`src/hw/pild_pkg.sv`:
```
// constants, types and register layout of the lamp driver
// assumes a 100 MHz core clock and a 32-bit APB register bus
package pild_pkg;

  // ****************************************
  // register map
  // ****************************************
  localparam int          ADDR_W     = 12;         // apb address width
  localparam int          CFG_W      = 16;         // config width
  localparam logic [11:0] CFG_OFFSET = 12'h014;    // config byte address
  localparam logic [15:0] CFG_RESET  = 16'h0422;   // A=0,B=4,C=2,en=1

  // ****************************************
  // field positions
  // ****************************************
  localparam int LAMP_A_LSB  = 12;  // lamp_a_source_select
  localparam int LAMP_B_LSB  = 8;   // lamp_b_source_select
  localparam int LAMP_C_LSB  = 4;   // lamp_c_source_select
  localparam int LEN_LSB     = 2;   // stretch_length_select
  localparam int STR_EN_BIT  = 1;   // global stretch enable
  localparam int LAMPS       = 3;   // lamp outputs per port

  // ****************************************
  // timing
  // ****************************************
  localparam int CLK_KHZ      = 100000;  // core clock in kHz
  localparam int STR_SHORT_MS = 30;      // length code 00
  localparam int STR_MID_MS   = 60;      // length code 01
  localparam int STR_LONG_MS  = 100;     // length code 10
  localparam int BLINK_FAST_HZ = 10;     // fast test blink
  localparam int BLINK_SLOW_HZ = 2;      // slow test blink
  localparam int CNT_W         = 25;     // holds the longest count

  typedef logic [CNT_W-1:0] pild_cnt_t;  // cycle counter

  // counts cut to the counter width on purpose; all of them fit
  localparam pild_cnt_t STR_SHORT_CYC = pild_cnt_t'(STR_SHORT_MS * CLK_KHZ);
  localparam pild_cnt_t STR_MID_CYC   = pild_cnt_t'(STR_MID_MS * CLK_KHZ);
  localparam pild_cnt_t STR_LONG_CYC  = pild_cnt_t'(STR_LONG_MS * CLK_KHZ);
  localparam pild_cnt_t FAST_HALF_CYC =
    pild_cnt_t'((CLK_KHZ * 1000) / (2 * BLINK_FAST_HZ));
  localparam pild_cnt_t SLOW_HALF_CYC =
    pild_cnt_t'((CLK_KHZ * 1000) / (2 * BLINK_SLOW_HZ));

  // ****************************************
  // lamp source codes
  // ****************************************
  typedef enum logic [3:0] {
    SRC_SPEED  = 4'h0,
    SRC_TX     = 4'h1,
    SRC_RX     = 4'h2,
    SRC_COL    = 4'h3,
    SRC_LINK   = 4'h4,
    SRC_DUPLEX = 4'h5,
    SRC_RSV6   = 4'h6,
    SRC_ACT    = 4'h7,
    SRC_ON     = 4'h8,
    SRC_OFF    = 4'h9,
    SRC_FAST   = 4'hA,
    SRC_SLOW   = 4'hB,
    SRC_LNKRX  = 4'hC,
    SRC_LNKACT = 4'hD,
    SRC_DUPCOL = 4'hE,
    SRC_RSVF   = 4'hF
  } pild_src_e;

  // ****************************************
  // port status carried from the phy
  // ****************************************
  typedef struct packed {
    logic link;        // link up
    logic speed100;    // 100 Mb/s
    logic fullDuplex;  // full duplex
    logic collision;   // collision seen
    logic txAct;       // transmitting
    logic rxAct;       // receiving
    logic isolate;     // port isolated
  } pild_phy_s;

endpackage

```
`src/hw/pild_lamp_driver.sv`:
```
// per-port driver of three indicator lamps with an apb config register
// assumes phy status pins are asynchronous; one core clock domain
//
// Contract
// - lamp A selector bits 15:12, reset speed
// - codes 1-3 show tx, rx, collision stretched
// - codes 4, 5 show link, duplex continuously
// - code 7 shows rx or tx activity
// - code 8 forces on, 9 off
// - codes A, B blink fast, slow
// - combined: primary solid, secondary toggles lamp
// - code D is link plus activity
// - code E is duplex plus collision
// - lamp B selector bits 11:8, reset link
// - lamp C selector bits 7:4, reset receive
// - bits 3:2 pick 30, 60, 100 ms
// - bit 1 enables stretching, reset one
// - combined codes always stretched
// - duplex lamp may lag link loss briefly
//
// Chosen here: the APB slave port.
`timescale 1ns/10ps
`default_nettype none
module pild_lamp_driver #(
  parameter pild_pkg::pild_cnt_t STR_SHORT = pild_pkg::STR_SHORT_CYC,
  parameter pild_pkg::pild_cnt_t STR_MID   = pild_pkg::STR_MID_CYC,
  parameter pild_pkg::pild_cnt_t STR_LONG  = pild_pkg::STR_LONG_CYC,
  parameter pild_pkg::pild_cnt_t FAST_HALF = pild_pkg::FAST_HALF_CYC,
  parameter pild_pkg::pild_cnt_t SLOW_HALF = pild_pkg::SLOW_HALF_CYC
) (
  input  wire logic                       clk_sys,
  input  wire logic                       rstn,
  input  wire logic                       psel,
  input  wire logic                       penable,
  input  wire logic                       pwrite,
  input  wire logic [pild_pkg::ADDR_W-1:0] paddr,
  input  wire logic [31:0]                pwdata,
  output logic      [31:0]                prdata,
  output logic                            pready,
  output logic                            pslverr,
  input  wire pild_pkg::pild_phy_s        phyIn,
  output logic      [pild_pkg::LAMPS-1:0] lampOut
);
  import pild_pkg::*;

  // ****************************************
  // declarations
  // ****************************************
  logic [CFG_W-1:0] cfg_r;         // lamp configuration register
  logic [31:0]      prdata_r;      // read data
  logic             pready_r;      // access-phase ready
  logic             pslverr_r;     // unmapped address
  pild_phy_s        phyMeta_r;     // first sync stage
  pild_phy_s        phySync_r;     // second sync stage
  pild_cnt_t        fastCnt_r;     // fast blink divider
  pild_cnt_t        slowCnt_r;     // slow blink divider
  logic             fastBlink_r;   // fast square wave
  logic             slowBlink_r;   // slow square wave
  logic [LAMPS-1:0] lamp_r;        // lamp drive
  logic [LAMPS-1:0] lamp_nxt;      // next lamp drive
  logic [LAMPS-1:0] strAct;        // stretcher busy, per lamp
  logic [LAMPS-1:0] strEvt;        // stretcher trigger, per lamp
  logic [LAMPS-1:0] strUse;        // stretching applies, per lamp
  pild_cnt_t        lenCyc;        // chosen stretch length
  logic             setupHit;      // setup cycle of a transfer
  logic             accessDone;    // access completes at this edge
  logic             addrHit;       // config register addressed

  // ****************************************
  // functions
  // ****************************************
  // selector field of one lamp
  function automatic pild_src_e srcOf(input logic [CFG_W-1:0] c,
                                      input int idx);
    logic [3:0] f;
    f = 4'h0;
    case (idx)
      0:       f = c[LAMP_A_LSB +: 4];
      1:       f = c[LAMP_B_LSB +: 4];
      default: f = c[LAMP_C_LSB +: 4];
    endcase
    return pild_src_e'(f);
  endfunction

  // true for the combined primary/secondary codes
  function automatic logic isCombined(input pild_src_e s);
    return (s == SRC_LNKRX) || (s == SRC_LNKACT) || (s == SRC_DUPCOL);
  endfunction

  // raw event that a code stretches
  function automatic logic evtOf(input pild_src_e s,
                                 input pild_phy_s p);
    logic e;
    e = 1'b0;
    case (s)
      SRC_TX:     e = p.txAct;
      SRC_RX:     e = p.rxAct;
      SRC_COL:    e = p.collision;
      SRC_ACT:    e = p.txAct | p.rxAct;
      SRC_LNKRX:  e = p.rxAct | p.isolate;
      SRC_LNKACT: e = p.txAct | p.rxAct;
      SRC_DUPCOL: e = p.collision;
      default:    e = 1'b0;
    endcase
    return e;
  endfunction

  // lamp level for one code
  function automatic logic lampOf(input pild_src_e s,
                                  input pild_phy_s p,
                                  input logic      act,
                                  input logic      strOn,
                                  input logic      fast,
                                  input logic      slow);
    logic v;
    v = 1'b0;
    case (s)
      SRC_SPEED:  v = p.speed100;
      SRC_TX,
      SRC_RX,
      SRC_COL,
      SRC_ACT:    v = strOn ? act : evtOf(s, p);
      SRC_LINK:   v = p.link;
      SRC_DUPLEX: v = p.fullDuplex;
      SRC_ON:     v = 1'b1;
      SRC_OFF:    v = 1'b0;
      SRC_FAST:   v = fast;
      SRC_SLOW:   v = slow;
      SRC_LNKRX:  v = p.link ^ act;
      SRC_LNKACT: v = p.link ^ act;
      SRC_DUPCOL: v = p.fullDuplex ^ act;
      default:    v = 1'b0;
    endcase
    return v;
  endfunction

  // ****************************************
  // apb slave
  // ****************************************
  assign setupHit   = psel && !penable;
  assign accessDone = psel && penable && pready_r;
  assign addrHit    = (paddr == CFG_OFFSET);

  // ready one cycle after setup, for one cycle
  always_ff @(posedge clk_sys or negedge rstn) begin
    if (!rstn) begin
      pready_r <= 1'b0;
    end else begin
      pready_r <= setupHit;
    end
  end

  // error flag for any address but the config word
  always_ff @(posedge clk_sys or negedge rstn) begin
    if (!rstn) begin
      pslverr_r <= 1'b0;
    end else begin
      pslverr_r <= setupHit && !addrHit;
    end
  end

  // read data captured at setup; zero when unmapped
  always_ff @(posedge clk_sys or negedge rstn) begin
    if (!rstn) begin
      prdata_r <= 32'h0000_0000;
    end else if (setupHit && !pwrite && addrHit) begin
      prdata_r <= {16'h0000, cfg_r};
    end else if (setupHit) begin
      prdata_r <= 32'h0000_0000;
    end
  end

  // ****************************************
  // configuration register
  // ****************************************
  // reset and write
  always_ff @(posedge clk_sys or negedge rstn) begin
    if (!rstn) begin
      cfg_r <= CFG_RESET;
    end else if (accessDone && pwrite && addrHit) begin
      cfg_r <= pwdata[CFG_W-1:0];
    end
  end

  // ****************************************
  // phy status synchroniser
  // ****************************************
  always_ff @(posedge clk_sys or negedge rstn) begin
    if (!rstn) begin
      phyMeta_r <= '0;
      phySync_r <= '0;
    end else begin
      phyMeta_r <= phyIn;
      phySync_r <= phyMeta_r;
    end
  end

  // ****************************************
  // test blink dividers
  // ****************************************
  // fast divider
  always_ff @(posedge clk_sys or negedge rstn) begin
    if (!rstn) begin
      fastCnt_r   <= '0;
      fastBlink_r <= 1'b0;
    end else if (fastCnt_r >= FAST_HALF - pild_cnt_t'(1)) begin
      fastCnt_r   <= '0;
      fastBlink_r <= !fastBlink_r;
    end else begin
      fastCnt_r <= fastCnt_r + pild_cnt_t'(1);
    end
  end

  always_ff @(posedge clk_sys or negedge rstn) begin
    if (!rstn) begin
      slowCnt_r   <= '0;
      slowBlink_r <= 1'b0;
    end else if (slowCnt_r >= SLOW_HALF - pild_cnt_t'(1)) begin
      slowCnt_r   <= '0;
      slowBlink_r <= !slowBlink_r;
    end else begin
      slowCnt_r <= slowCnt_r + pild_cnt_t'(1);
    end
  end

  // ****************************************
  // stretch length
  // ****************************************
  // length decode
  always_comb begin
    case (cfg_r[LEN_LSB +: 2])
      2'h0:    lenCyc = STR_SHORT;
      2'h1:    lenCyc = STR_MID;
      default: lenCyc = STR_LONG;  // reserved code acts as longest
    endcase
  end

  // ****************************************
  // per-lamp logic
  // ****************************************
  for (genvar i = 0; i < LAMPS; i++) begin : g_lamp
    pild_src_e src;  // this lamp's selector
    assign src = srcOf(cfg_r, i);
    assign strUse[i] = cfg_r[STR_EN_BIT] || isCombined(src);
    assign strEvt[i] = strUse[i] && evtOf(src, phySync_r);

    pild_stretch u_stretch (
      .clk_sys (clk_sys),
      .rstn    (rstn),
      .evt     (strEvt[i]),
      .lenCyc  (lenCyc),
      .active  (strAct[i])
    );

    assign lamp_nxt[i] = lampOf(src, phySync_r, strAct[i], strUse[i],
                                fastBlink_r, slowBlink_r);

  end

  // ****************************************
  // lamp output flops
  // ****************************************
  always_ff @(posedge clk_sys or negedge rstn) begin
    if (!rstn) begin
      lamp_r <= '0;
    end else begin
      lamp_r <= lamp_nxt;
    end
  end

  // ****************************************
  // outputs
  // ****************************************
  assign prdata  = prdata_r;
  assign pready  = pready_r;
  assign pslverr = pslverr_r;
  assign lampOut = lamp_r;
endmodule // pild_lamp_driver
`default_nettype wire

```
`src/hw/pild_stretch.sv`:
```
// one pulse stretcher: holds its output for a chosen count
// assumes the event is already on the core clock
`timescale 1ns/10ps
`default_nettype none
module pild_stretch (
  input  wire logic             clk_sys,
  input  wire logic             rstn,
  input  wire logic             evt,
  input  wire pild_pkg::pild_cnt_t lenCyc,
  output logic                  active
);
  import pild_pkg::*;

  pild_cnt_t cnt_r;  // cycles left in the interval

  // ****************************************
  // counter
  // ****************************************
  // restart on event
  always_ff @(posedge clk_sys or negedge rstn) begin
    if (!rstn) begin
      cnt_r <= '0;
    end else if (evt) begin
      // any new event reloads the full length
      cnt_r <= lenCyc;
    end else if (cnt_r != '0) begin
      cnt_r <= cnt_r - pild_cnt_t'(1);
    end
  end

  // on while cycles remain
  assign active = (cnt_r != '0);
endmodule // pild_stretch
`default_nettype wire

```
`config.mk`:
```
export PLATFORM = sky130hd
export DESIGN_NAME = pild_lamp_driver
export DESIGN_NICKNAME = d
export VERILOG_FILES = /design/src/hw/pild_pkg.sv /design/src/hw/pild_lamp_driver.sv /design/src/hw/pild_stretch.sv
export SDC_FILE = /design/constraint.sdc
export NUM_CORES = 1
export LEC_CHECK = 0
export BUFFER_PORTS_ARGS = -buffer_cell sky130_fd_sc_hd__buf_2
export CORE_MARGIN = 3
export CORE_UTILIZATION = 57
export DETAILED_ROUTE_END_ITERATION = 10
export HOLD_SLACK_MARGIN = 0.03
export PLACE_DENSITY = 0.84
export SLEW_MARGIN = 20
export SYNTH_ARGS = -nofsm -noshare
export SYNTH_HDL_FRONTEND = slang
export SYNTH_SLANG_ARGS = --single-unit
export TNS_END_PERCENT = 20
```
`constraint.sdc`:
```
create_clock -name clk_sys -period 4 [get_ports clk_sys]
set_clock_uncertainty 0.2 [all_clocks]
set_input_delay 0.8 -clock clk_sys [delete_from_list [all_inputs] [get_ports clk_sys]]
set_output_delay 0.8 -clock clk_sys [all_outputs]
set_load 0.1 [all_outputs]
```
==> metrics <==
normalized max-slew margin 31.6%; Initial Utilization just under 60%; commonest non-fill, non-tap cells in the layout dfrtp_1, nor2_1, buf_2, xor2_1, nand2_1; FF+latch count, synth 178; most common library cell in the layout ignoring fill and taps dfrtp_1; status finished clean; half-perimeter wire length after detailed placement around 14,000 um; Slew Viols, Final 0; root buffer cell clkbuf_16; Die X 133 um; DR WL/cell 16.8 um; final setup vio count 0; Worst VDD drop about 0.4 mV; CTS Hold Bufs 0; pre-CTS WS between 1 and 1.5 ns; worst-margin pin slew approximately 1 ns; n_diodes 0; total number of vias about 7,300; Synth-to-Final Area Change 11.2%; Tot GR Track Use 23.7%; CP Launch Type flop; # clock sinks between 150 and 200; fraction of layout cells with a size suffix above 1 between 15 and 20%; Final WS setup 1.07 ns; Leakage about 4.5 nW; Worst Reg-to-Reg Cells 6; hold violation count in the final report 0; predominant post-synthesis flop cell dfrtp_1; Routed Antenna Nets 0; setup_tns 0 ns; top-area cell type share of the netlist area 47.3%; CTS tree yes; First DRT Iteration DRCs a little over 600; initial antenna violation count 0; unrepaired setup endpoints after global routing false; htree depth 4; critical path data arrival time slightly above 3 ns; worst-skew pair later-pin latency about 0.43 ns; GRT overflow 0; Die Height about 130 um; synth unique cells 74; FMAX 0.342 GHz; Hold WC Path Type input port to async pin; Pre-antenna DRT Iters 5; PortBufs 60; Ys Warns 0; cells after synthesis about 930; CP Capture Type flop; die area between 15,000 and 20,000 sq um; largest net degree at the start of global routing 68; first-pass GRT wire length roughly 34,000 um; area leader, netlist dfrtp_1; DRC viols 0; mapped cell area 9250 sq um; Total Wirelength 20,200 um; vias in the first global route between 6,000 and 7,000; Core Util, Final 66.2%; Setup Buffers After CTS 0; maxcap violations 0; clock buffer depth 2; ys async rst share 100%; Synth area leaders dfrtp_1, xor2_1, xnor2_1; Avg Inst Size Synth ~10 sq um; post-cts sizing count 0; sequential area share after synthesis roughly half; total power roughly 0.0044 W; Tmin final approximately 3 ns; PwrDens around 430 nW/um^2; Worst Path Max Fanout 16; final period utilization about three quarters; RePlAce Congestion around 0.9; WP data required just over 4 ns; # IOs 93; critical path class flop to flop; DR vias/cell roughly 6.0; clock buffer count from CTS 17; Rows between 40 and 50; # nets final between 1,000 and 1,500; Core Area ~16,000 sq um; register clock-pin slew on the reported worst setup and hold paths 0.06 ns; Post-synth EDFFs 0
## flip-flops by register name, indices dropped and copies added (netlist names), 3 cells and up
signal and cells:
prdata 16, fastCnt_r 25, cfg_r 16, g_lamp.u_stretch.cnt_r 75
lampOut 3, phySync_r 7, phyMeta_r 7, slowCnt_r 25
## per-stage QoR
step                      area, sq um  cells  hold WS [ns]
after detailed placement         9680   1168         0.136
after floorplan                  9310    946         0.131
after global placement           9680   1168         0.135
final                           10300   1200         0.134
after global routing            10300   1200         0.166
after CTS                       10300   1200         0.159
## final cells by class
type                       instances  area [sq um]
fill                            1224          5250
multi-input combinational        684          4470
sequential                       178          4460
clock buffer                      21           450
timing repair buffer              71           402
tap                              211           264
clock inverter                    11           154
inverter                          24          90.1
## worst max-delay path, cell delays in order, from the launching register on
cell and delay [ns]:
dfrtp_1 0.42, nor4_2 0.51, nand4_1 0.50, nor2_1 0.57, buf_4 0.30, nor3_1 0.07, o31a_1 0.23
## cells by family (layout without fill, tap and decap cells)
kind of cell | count (synthesis) | in the layout | synth area share, %
other | 1 | 18 | 0.0405
muxes | 26 | 26 | 3.10
xor gates and xnor gates | 92 | 92 | 8.71
and+or+nand+nor | 371 | 371 | 21.3
buffers and inverters | 84 | 127 | 4.26
AOI/OAI and AO/OA | 168 | 168 | 13.2
adders and majority gates | 9 | 9 | 1.19
DFF | 178 | 178 | 48.2
## path summary, 6_finish.rpt
| kind | from | to | slack [ns] |
|---|---|---|---|
| worst max-delay path | g_lamp[1].u_stretch.cnt_r[5]$_DFFE_PN0P_ | g_lamp[1].u_stretch.cnt_r[20]$_DFFE_PN0P_ | 1.07 |
| worst min-delay path | rstn | g_lamp[2].u_stretch.cnt_r[16]$_DFFE_PN0P_ | 0.13 |
| worst max register to register | g_lamp[1].u_stretch.cnt_r[5]$_DFFE_PN0P_ | g_lamp[1].u_stretch.cnt_r[20]$_DFFE_PN0P_ | 1.07 |
| worst min register to register | phyMeta_r[6]$_DFF_PN0_ | phySync_r[6]$_DFF_PN0_ | 0.16 |
| max in group asynchronous | rstn | cfg_r[5]$_DFFE_PN1P_ | 2.66 |
| min in group clk_sys | phyMeta_r[6]$_DFF_PN0_ | phySync_r[6]$_DFF_PN0_ | 0.16 |
## layer usage
metal	part of all wire [%]	global-route usage, %	up-vias
li1	-	-	3427
met1	46	33.3	3613
met2	49	37.5	187
met3	4.0	4.19	28
met4	1.4	7.94	0
met5	0	0	-
## report_power, final
group | switching [W] | total [W] | internal [W]
Combinational | 0.000390 | 0.000653 | 0.000262
Clock | 0.000706 | 0.00171 | 0.00101
Sequential | 0.000150 | 0.00209 | 0.00194
Total | 0.00125 | 0.00445 | 0.00320
## Yosys cell counts, types with 17 or more instances
master and instances:
o21ai_0 20, o31ai_1 18, nor3_1 35, a21oi_1 24, mux2_2 17, nor2_1 98
nor4_1 28, nand3_1 46, xor2_1 49, clkbuf_1 26, nand4_1 20, inv_1 24
nand2_1 47, xnor2_1 43, dfrtp_1 175
(Power assumes the default switching activity.)
